===== src/logic/torque_off_pkg.sv =====
// constants, offsets and modes of the torque disable trip and restart block
//
// Functional notes
// - safety input loss alone enters torque-off
// - torque-off raises fault, trips, coasts motor
// - prevention mode needs restored input plus reset
// - selector resets to 1; 3 means warning/auto
// - auto mode resumes once safety input restored, unless 72 latched
// - modes 1/3 thermistor trip gives latched 72
// - modes 4/5 external trip gives latched 72
// - modes 6 and 9 need reset to restart
// - modes 7 and 8 restart automatically
// - code 68 shown, alarm or warning class
// - brake engages on torque-off when configured
// - awaiting reset keeps coast and brake engaged
// - run commands ignored while torque-off active
// - configuration writes protected by password
package torque_off_pkg;

   // ------------------------------------------------------------
   // register byte offsets
   // ------------------------------------------------------------
   localparam logic [7:0] CTRL_OFS = 8'h00;
   localparam logic [7:0] MODE_OFS = 8'h04;
   localparam logic [7:0] STATUS_OFS = 8'h08;
   localparam logic [7:0] EVENT_OFS = 8'h0c;
   localparam logic [7:0] MASK_OFS = 8'h10;
   localparam logic [7:0] KEY_OFS = 8'h14;
   localparam logic [7:0] UNLOCK_OFS = 8'h18;

   // ------------------------------------------------------------
   // control bits and event bits
   // ------------------------------------------------------------
   localparam int CTRL_RUN_BIT = 0;
   localparam int CTRL_RESET_BIT = 1;
   localparam int CTRL_BRAKE_BIT = 2;
   localparam int EV_TRIP_BIT = 0;
   localparam int EV_DANGER_BIT = 1;
   localparam int EV_RESTART_BIT = 2;
   localparam int EV_REFUSED_BIT = 3;
   localparam int EV_WIDTH = 4;

   // ------------------------------------------------------------
   // selector values and reset values
   // ------------------------------------------------------------
   localparam logic [3:0] MODE_ALARM = 4'h1;
   localparam logic [3:0] MODE_WARNING = 4'h3;
   localparam logic [3:0] thermistor_only_alarm_mode = 4'h4;
   localparam logic [3:0] thermistor_only_warning_mode = 4'h5;
   localparam logic [3:0] combined_alarm_mode = 4'h6;
   localparam logic [3:0] combined_warning_mode = 4'h7;
   localparam logic [3:0] combined_alarm_warning_mode = 4'h8;
   localparam logic [3:0] combined_warning_alarm_mode = 4'h9;
   localparam logic [3:0] MODE_RESET = MODE_ALARM;
   localparam logic [2:0] CTRL_RESET = 3'h0;
   localparam logic [EV_WIDTH-1:0] MASK_RESET = 4'h0;

   // ------------------------------------------------------------
   // displayed codes and synchroniser depth
   // ------------------------------------------------------------
   localparam logic [7:0] CODE_NONE = 8'h00;
   localparam logic [7:0] CODE_SAFE_STOP = 8'h44;   // 68
   localparam logic [7:0] CODE_DANGER = 8'h48;      // 72
   localparam int SYNC_STAGES = 2;

   typedef enum logic [1:0] {ST_RUN, ST_OFF, ST_WAIT} trip_state_e;

   // restart-prevention modes need a reset after the input returns
   function automatic logic needs_reset(input logic [3:0] m);
      needs_reset = (m == MODE_ALARM) || (m == thermistor_only_alarm_mode) ||
                    (m == combined_alarm_mode) ||
                    (m == combined_warning_alarm_mode);
   endfunction

   // selector values legal for the fitted hardware
   function automatic logic mode_legal(input logic [3:0] m,
                                       input logic card);
      mode_legal = (m == MODE_ALARM) || (m == MODE_WARNING) ||
                   (card && m >= thermistor_only_alarm_mode &&
                    m <= combined_warning_alarm_mode);
   endfunction

endpackage


===== src/logic/level_sync.sv =====
// two flip-flop level synchroniser for asynchronous inputs
`timescale 1ns/1ps
module level_sync
#(
   parameter int WIDTH = 2
)
(
   // clock and reset
   input wire logic clk,
   input wire logic srst,
   // levels
   input wire logic [WIDTH-1:0] asyncIn,
   output logic [WIDTH-1:0] syncOut
);

   logic [WIDTH-1:0] meta_reg;
   logic [WIDTH-1:0] sync_reg;

   // --------------------------------------------------------------
   // first stage feeds only the second; resets to the safe low level
   // --------------------------------------------------------------
   always_ff @(posedge clk)
   begin
      if (srst)
      begin
         meta_reg <= '0;
         sync_reg <= '0;
      end
      else
      begin
         meta_reg <= asyncIn;
         sync_reg <= meta_reg;
      end
   end

   assign syncOut = sync_reg;

endmodule // level_sync


===== src/logic/config_lock.sv =====
// password lock that guards the configuration writes
`timescale 1ns/1ps
module config_lock
#(
   parameter int KEY_WIDTH = 16
)
(
   // clock and reset
   input wire logic clk,
   input wire logic srst,
   // key writes
   input wire logic keyWr,
   input wire logic unlockWr,
   input wire logic [KEY_WIDTH-1:0] keyData,
   // state
   output logic locked
);

   logic [KEY_WIDTH-1:0] key_reg;
   logic [KEY_WIDTH-1:0] key_next;
   logic locked_reg;
   logic locked_next;

   // --------------------------------------------------------------
   // a nonzero key locks; only the same key unlocks again
   // --------------------------------------------------------------
   always_comb
   begin
      key_next = key_reg;
      locked_next = locked_reg;
      if (!locked_reg && keyWr && keyData != '0)
      begin
         key_next = keyData;
         locked_next = 1'b1;
      end
      else if (locked_reg && unlockWr && keyData == key_reg)
      begin
         locked_next = 1'b0;
      end
   end

   always_ff @(posedge clk)
   begin
      if (srst)
      begin
         key_reg <= '0;
         locked_reg <= 1'b0;
      end
      else
      begin
         key_reg <= key_next;
         locked_reg <= locked_next;
      end
   end

   assign locked = locked_reg;

endmodule // config_lock


===== src/logic/torque_off_trip.sv =====
// trip and restart logic of the torque disable function
`timescale 1ns/1ps
module torque_off_trip
(
   // clock and reset
   input wire logic clk,
   input wire logic srst,
   // wishbone slave
   input wire logic cyc_i,
   input wire logic stb_i,
   input wire logic we_i,
   input wire logic [7:0] adr_i,
   input wire logic [3:0] sel_i,
   input wire logic [31:0] dat_i,
   output logic [31:0] dat_o,
   output logic ack_o,
   // safety inputs, asynchronous
   input wire logic safetyIn,
   input wire logic thermistorTripOutput,
   input wire logic thermCardFitted,
   // reset sources other than the bus, one-cycle pulses
   input wire logic digitalReset,
   input wire logic panelResetKey,
   // drive outputs
   output logic motorEnable,
   output logic brakeEngage,
   output logic [7:0] faultCode,
   output logic faultAlarm,
   output logic faultWarning,
   output logic irq
);

   // --------------------------------------------------------------
   // synchronised inputs
   // --------------------------------------------------------------
   logic [1:0] syncLevels;
   logic safeOk;
   logic thermOk;

   // safety input and thermistor trip cross into clk first
   level_sync #(.WIDTH(2)) level_sync_i
   (
      .clk(clk),
      .srst(srst),
      .asyncIn({thermistorTripOutput, safetyIn}),
      .syncOut(syncLevels)
   );
   assign safeOk = syncLevels[0];
   assign thermOk = syncLevels[1];

   // --------------------------------------------------------------
   // bus decode
   // --------------------------------------------------------------
   logic ack_reg;
   logic busWr;
   logic busRd;
   logic wrLow;
   logic locked;

   // ack one cycle after the strobe; writes land on the ack edge
   assign busWr = cyc_i && stb_i && ack_reg && we_i;
   assign busRd = cyc_i && stb_i && ack_reg && !we_i;
   assign wrLow = busWr && sel_i[0];
   assign ack_o = ack_reg;

   config_lock #(.KEY_WIDTH(16)) config_lock_i
   (
      .clk(clk),
      .srst(srst),
      .keyWr(busWr && sel_i[1:0] == 2'b11 &&
             adr_i == torque_off_pkg::KEY_OFS),
      .unlockWr(busWr && sel_i[1:0] == 2'b11 &&
                adr_i == torque_off_pkg::UNLOCK_OFS),
      .keyData(dat_i[15:0]),
      .locked(locked)
   );

   // --------------------------------------------------------------
   // configuration and control registers
   // --------------------------------------------------------------
   logic [3:0] mode_reg;
   logic [3:0] mode_next;
   logic run_reg;
   logic run_next;
   logic brakeCfg_reg;
   logic brakeCfg_next;
   logic [torque_off_pkg::EV_WIDTH-1:0] mask_reg;
   logic [torque_off_pkg::EV_WIDTH-1:0] mask_next;
   logic modeWr;
   logic modeRefused;
   logic resetReq;
   torque_off_pkg::trip_state_e state_reg;
   torque_off_pkg::trip_state_e state_next;

   assign modeWr = wrLow && adr_i == torque_off_pkg::MODE_OFS;
   // locked or illegal selector writes are dropped and flagged
   assign modeRefused = modeWr && (locked ||
      !torque_off_pkg::mode_legal(dat_i[3:0], thermCardFitted));
   // any of the three reset sources
   assign resetReq = digitalReset || panelResetKey ||
      (wrLow && adr_i == torque_off_pkg::CTRL_OFS &&
       dat_i[torque_off_pkg::CTRL_RESET_BIT]);

   always_comb
   begin
      mode_next = mode_reg;
      run_next = run_reg;
      brakeCfg_next = brakeCfg_reg;
      mask_next = mask_reg;
      if (modeWr && !modeRefused)
      begin
         mode_next = dat_i[3:0];
      end
      if (wrLow && adr_i == torque_off_pkg::CTRL_OFS)
      begin
         // a start while tripped is ignored; stop is always taken
         if (state_reg == torque_off_pkg::ST_RUN ||
             !dat_i[torque_off_pkg::CTRL_RUN_BIT])
         begin
            run_next = dat_i[torque_off_pkg::CTRL_RUN_BIT];
         end
         if (!locked)
         begin
            brakeCfg_next = dat_i[torque_off_pkg::CTRL_BRAKE_BIT];
         end
      end
      if (wrLow && adr_i == torque_off_pkg::MASK_OFS)
      begin
         mask_next = dat_i[torque_off_pkg::EV_WIDTH-1:0];
      end
   end

   always_ff @(posedge clk)
   begin
      if (srst)
      begin
         mode_reg <= torque_off_pkg::MODE_RESET;
         run_reg <= torque_off_pkg::CTRL_RESET[0];
         brakeCfg_reg <= torque_off_pkg::CTRL_RESET[2];
         mask_reg <= torque_off_pkg::MASK_RESET;
      end
      else
      begin
         mode_reg <= mode_next;
         run_reg <= run_next;
         brakeCfg_reg <= brakeCfg_next;
         mask_reg <= mask_next;
      end
   end

   // --------------------------------------------------------------
   // trip state machine
   // --------------------------------------------------------------
   logic danger_reg;
   logic danger_next;
   logic dangerHit;
   logic thermOnlyMode;
   logic prevent;

   assign thermOnlyMode = mode_reg == torque_off_pkg::thermistor_only_alarm_mode
      || mode_reg == torque_off_pkg::thermistor_only_warning_mode;
   // the wrong source for the selected mode is a dangerous failure
   assign dangerHit = !safeOk && (
      (!thermOk && (mode_reg == torque_off_pkg::MODE_ALARM ||
                    mode_reg == torque_off_pkg::MODE_WARNING)) ||
      (thermOk && thermOnlyMode));
   assign prevent = torque_off_pkg::needs_reset(mode_reg);

   always_comb
   begin
      state_next = state_reg;
      danger_next = danger_reg || dangerHit;   // latched until restart
      unique case (state_reg)
         torque_off_pkg::ST_RUN:
         begin
            if (!safeOk)
            begin
               state_next = torque_off_pkg::ST_OFF;
            end
         end
         torque_off_pkg::ST_OFF:
         begin
            if (safeOk)
            begin
               // danger blocks the automatic path
               if (prevent || danger_reg)
               begin
                  state_next = torque_off_pkg::ST_WAIT;
               end
               else
               begin
                  state_next = torque_off_pkg::ST_RUN;
                  danger_next = 1'b0;
               end
            end
         end
         torque_off_pkg::ST_WAIT:
         begin
            if (!safeOk)
            begin
               state_next = torque_off_pkg::ST_OFF;
            end
            else if (resetReq)
            begin
               state_next = torque_off_pkg::ST_RUN;
               danger_next = 1'b0;
            end
         end
      endcase
   end

   always_ff @(posedge clk)
   begin
      if (srst)
      begin
         state_reg <= torque_off_pkg::ST_RUN;
         danger_reg <= 1'b0;
      end
      else
      begin
         state_reg <= state_next;
         danger_reg <= danger_next;
      end
   end

   // --------------------------------------------------------------
   // drive outputs, all from flip-flops
   // --------------------------------------------------------------
   logic motor_reg;
   logic brake_reg;
   logic [7:0] code_reg;
   logic alarm_reg;
   logic warn_reg;
   logic tripped;

   assign tripped = state_next != torque_off_pkg::ST_RUN;

   always_ff @(posedge clk)
   begin
      if (srst)
      begin
         motor_reg <= 1'b0;
         brake_reg <= 1'b0;
         code_reg <= torque_off_pkg::CODE_NONE;
         alarm_reg <= 1'b0;
         warn_reg <= 1'b0;
      end
      else
      begin
         motor_reg <= !tripped && run_next;
         brake_reg <= tripped && brakeCfg_next;
         code_reg <= !tripped ? torque_off_pkg::CODE_NONE :
            danger_next ? torque_off_pkg::CODE_DANGER :
            torque_off_pkg::CODE_SAFE_STOP;
         alarm_reg <= tripped && (prevent || danger_next);
         warn_reg <= tripped && !(prevent || danger_next);
      end
   end

   assign motorEnable = motor_reg;
   assign brakeEngage = brake_reg;
   assign faultCode = code_reg;
   assign faultAlarm = alarm_reg;
   assign faultWarning = warn_reg;

   // --------------------------------------------------------------
   // sticky events, read clears, set wins over the clear
   // --------------------------------------------------------------
   logic [torque_off_pkg::EV_WIDTH-1:0] ev_reg;
   logic [torque_off_pkg::EV_WIDTH-1:0] ev_next;
   logic [torque_off_pkg::EV_WIDTH-1:0] evSet;
   logic evClr;

   assign evSet = {modeRefused,
      state_reg != torque_off_pkg::ST_RUN && !tripped,
      dangerHit && !danger_reg,
      state_reg == torque_off_pkg::ST_RUN && tripped};
   assign evClr = busRd && adr_i == torque_off_pkg::EVENT_OFS;

   always_comb
   begin
      ev_next = (evClr ? '0 : ev_reg) | evSet;
   end

   // --------------------------------------------------------------
   // bus answer: ack and read data registered together
   // --------------------------------------------------------------
   logic [31:0] rd_reg;
   logic [31:0] rd_next;
   logic irq_reg;

   always_comb
   begin
      rd_next = 32'h0000_0000;   // unmapped reads answer zero
      unique case (adr_i)
         torque_off_pkg::CTRL_OFS:
            rd_next = {29'h0, brakeCfg_reg, 1'b0, run_reg};
         torque_off_pkg::MODE_OFS: rd_next = {28'h0, mode_reg};
         torque_off_pkg::STATUS_OFS:
            rd_next = {14'h0, warn_reg, alarm_reg, code_reg,
                       1'b0, thermCardFitted, thermOk, safeOk,
                       locked, danger_reg, state_reg};
         torque_off_pkg::EVENT_OFS: rd_next = {28'h0, ev_reg};
         torque_off_pkg::MASK_OFS: rd_next = {28'h0, mask_reg};
         default: rd_next = 32'h0000_0000;
      endcase
   end

   always_ff @(posedge clk)
   begin
      if (srst)
      begin
         ack_reg <= 1'b0;
         rd_reg <= 32'h0000_0000;
         ev_reg <= '0;
         irq_reg <= 1'b0;
      end
      else
      begin
         ack_reg <= cyc_i && stb_i && !ack_reg;
         rd_reg <= rd_next;
         ev_reg <= ev_next;
         irq_reg <= |(ev_next & mask_reg);
      end
   end

   assign dat_o = rd_reg;
   assign irq = irq_reg;
endmodule // torque_off_trip


===== config.mk =====
export PLATFORM = sky130hd
export DESIGN_NAME = torque_off_trip
export DESIGN_NICKNAME = d
export VERILOG_FILES = /design/src/logic/torque_off_pkg.sv /design/src/logic/level_sync.sv /design/src/logic/config_lock.sv /design/src/logic/torque_off_trip.sv
export SDC_FILE = /design/constraint.sdc
export NUM_CORES = 1
export LEC_CHECK = 0
export BUFFER_PORTS_ARGS = -buffer_cell sky130_fd_sc_hd__buf_2
export CAP_MARGIN = 20
export CORE_ASPECT_RATIO = 2
export CORE_MARGIN = 4
export CORE_UTILIZATION = 50
export DETAILED_ROUTE_END_ITERATION = 7
export GPL_ROUTABILITY_DRIVEN = 0
export PLACE_DENSITY_LB_ADDON = 0.05
export SLEW_MARGIN = 15
export SYNTH_ARGS = -nofsm -noshare
export SYNTH_HDL_FRONTEND = slang
export SYNTH_SLANG_ARGS = --single-unit

===== constraint.sdc =====
create_clock -name clk -period 2.2 [get_ports clk]
set_input_delay 0.33 -clock clk [delete_from_list [all_inputs] [get_ports clk]]
set_output_delay 0.33 -clock clk [all_outputs]
set_load 0.005 [all_outputs]

==> impl_metrics.tcl <==
set metrics [dict create \
    rrSetupSlack_ps 110 \
    hold_viol_final 0 \
    ctsHtreeMaxLevel 3 \
    dp_hpwl_um 5580 \
    path_max_fanout 4 \
    drv_cap 0 \
    seq_power_share 0.402 \
    cts_buffers 9 \
    post-route-drc-count 0 \
    die_w_um 61.8 \
    maxClockFrequency_mhz 478 \
    finalCritPeriodShare 0.950 \
    yosysWarnings 0 \
    synth_area_um2 2890 \
    cts_tree "done" \
    ys_ff_latch 59 \
    avgSynthCellArea_um2 9.29 \
    fin_crit_ps 2090 \
    die_h_um 116 \
    fill_cells 546 \
    holdPathEnd "level_sync_i.meta_reg[1]$_SDFF_PP0_" \
    finalSetupTns_ps 0 \
    track_usage 0.216 \
    die_area_um2 7130 \
    synth_top_area_frac 0.409 \
    synth_edf_count 0 \
    finalNetCount 438 \
    slew_violations 0 \
    intPower_mw 2.10 \
    ant_nets 0 \
    ys_seq_area_frac 0.409 \
    min_from "thermistorTripOutput" \
    worst_pin_slew_ps 659 \
    crit_path_end_kind "flip-flop" \
    async_flop_share 0 \
    min_delay_path_depth 2 \
    swShare 0.239 \
    cp-start-kind "flip-flop" \
    arrival_ps 2340 \
    setup_viol 0 \
    synth_area_leaders "dfxtp_1 (41%), mux2i_1 (8.3%), buf_4 (6.5%)" \
    combPwrFrac 0.087 \
    clkTransAtPathRegs_ps 50 \
    totalWireLength_um 7070 \
    overflow 0 \
    fp-row-count 39 \
    synth_top_area_cell "dfxtp_1" \
    post_cts_resized 0 \
    syn_inst 311 \
    start_util 0.511 \
    portBuffers 56 \
    diodes 0 \
    outcome "completed" \
    area_growth_syn_to_layout_pct 21.9 \
    clk_latency_ps 330 \
    core_um2 5660 \
    rsz0062_at_grt "false" \
    rr_worst_depth 7 \
    via_per_inst 5.39 \
    largest_reg_flops 16 \
    power_mw 2.76 \
    wire_per_inst_um 15.8 \
    final_layout_size_suffix_gt1_frac 0.249 \
    ys.flop_type "dfxtp_1" \
    grt_start_max_net_pins 23 \
    crit_type "reg -> reg" \
    clockBufferDepth 2 \
    rr_endpoint "irq$_SDFF_PP0_" \
    hp-class "in -> reg" \
    clock_skew_ps 6.14 \
    antenna_found_initial 0 \
    p_per_area_nw_per_um2 783 \
    grt_pass1_wl_um 11200 \
    drt_iter0_markers 149 \
    ir_worst_vdd_mv 0.785 \
    ctsHoldBuffers 0 \
    cp.required_ps 2450 \
    cts_setup_buffers 0 \
    timing.rr.start "state_reg[0]$_SDFF_PP0_" \
    boundaryPins 100 \
    max_slew_margin 0.558 \
    grt_pass1_vias 2325 \
    tritoncts_num_sinks 59 \
    p_sw_mw 0.660 \
    p_leak_nw 1.65 \
    ys_types 56 \
    cts-root-buf "clkbuf_16" \
    dr.pass1.iters 4 \
    p_clk_frac 0.511 \
    num_vias 2411 \
]
-- metal layers --
layer,global-route usage,vias to the layer above,wire length [um],part of all wire
met5,0,-,0,0
met4,0.120,0,266,0.038
met3,0.0368,19,353,0.050
met2,0.394,80,3960,0.56
met1,0.218,1118,2490,0.35
li1,-,1194,-,-
-- worst max-delay path by stage --
| stage | from | endpoint | slack (ps) | cells after the start |
|---|---|---|---|---|
| final | state_reg[0]$_SDFF_PP0_ | irq$_SDFF_PP0_ | 110 | 7 |
| after global routing | state_reg[0]$_SDFF_PP0_ | irq$_SDFF_PP0_ | 8 | 7 |
| after CTS | state_reg[0]$_SDFF_PP0_ | irq$_SDFF_PP0_ | 100 | 7 |
| after detailed placement | state_reg[0]$_SDFF_PP0_ | irq$_SDFF_PP0_ | 110 | 7 |
| after global placement | state_reg[0]$_SDFF_PP0_ | irq$_SDFF_PP0_ | 150 | 7 |
| after floorplan | state_reg[0]$_SDFF_PP0_ | irq$_SDFF_PP0_ | 190 | 7 |
-- critical path, stage by stage, from the launching register on --
cell      delay [ps]
dfxtp_1          380
inv_1            100
ha_1             310
nand2_1           90
a311oi_1          50
a311o_1          360
or4_1            530
a31oi_1          180
-- cells in the mapped netlist (2+ instances only) --
cell	number
clkbuf_1	7
or3b_1	3
buf_2	4
a221oi_1	2
nor3_1	7
o21ai_0	4
dfxtp_1	59
a21oi_1	8
nand2b_1	2
buf_4	25
nand3_1	3
a31oi_1	5
ha_1	3
nand4_1	6
nor3b_1	2
inv_1	7
o31ai_1	2
nand2_1	18
a22oi_1	3
mux2i_1	24
a311oi_1	4
and3_1	2
nor4_1	9
and2_1	13
xor2_1	15
a32oi_1	2
nor2_1	34
a22o_1	2
nor2b_1	9
-- metrics by stage --
stage | hold WS (ps) | cell area [um2] | worst slack [ps] | utilization | cells
final | 211 | 3520 | 109 | 0.622 | 447
after global routing | 233 | 3520 | 7.80 | 0.622 | 447
after CTS | 212 | 3520 | 100 | 0.622 | 447
after detailed placement | 434 | 3220 | 115 | 0.568 | 431
after global placement | 418 | 3220 | 146 | 0.568 | 431
after floorplan | 414 | 2980 | 195 | - | 335
-- cell families after synthesis --
family,Yosys count,share of synthesized area
xor gates and xnor gates,16,0.0485
muxes,24,0.0831
DFF,59,0.409
other,1,0.00130
buffers and inverters,46,0.0965
and+or+nand+nor,117,0.223
adders and majority gates,3,0.0130
AOI/OAI and AO/OA,45,0.126
-- layout make-up --
type / count / area [um2] / area share
timing repair buffer: 73 / 408 / 0.116
multi-input combinational: 230 / 1520 / 0.433
clock buffer: 11 / 243 / 0.0689
clock inverter: 5 / 61.3 / 0.0174
sequential: 59 / 1180 / 0.335
tap: 61 / 76.3 / 0.0217
inverter: 8 / 30.0 / 0.00852
-- cells in the final DEF (no fill, tap or decap), types with 7 or more instances in the layout --
cell        n
buf_4      17
xor2_1     15
nor4_1      9
nor2b_1     9
conb_1     25
nand2_1    18
a21oi_1     8
mux2i_1    24
inv_1       7
nor2_1     34
dfxtp_1    59
buf_2      56
clkbuf_16   9
and2_1     13
nor3_1      7
-- power groups by stage --
stage / clock, mW / sequential [mW] / combinational [mW]
6_report: 1.41 / 1.11 / 0.240
5_1_grt: 1.48 / 1.11 / 0.269
4_1_cts: 1.42 / 1.11 / 0.238
3_5_place_dp: 0 / 1.13 / 0.237
3_3_place_gp: 0 / 1.13 / 0.234
2_1_floorplan: 0 / 1.13 / 0.165
Note: power is estimated with default switching activity, not from simulation.
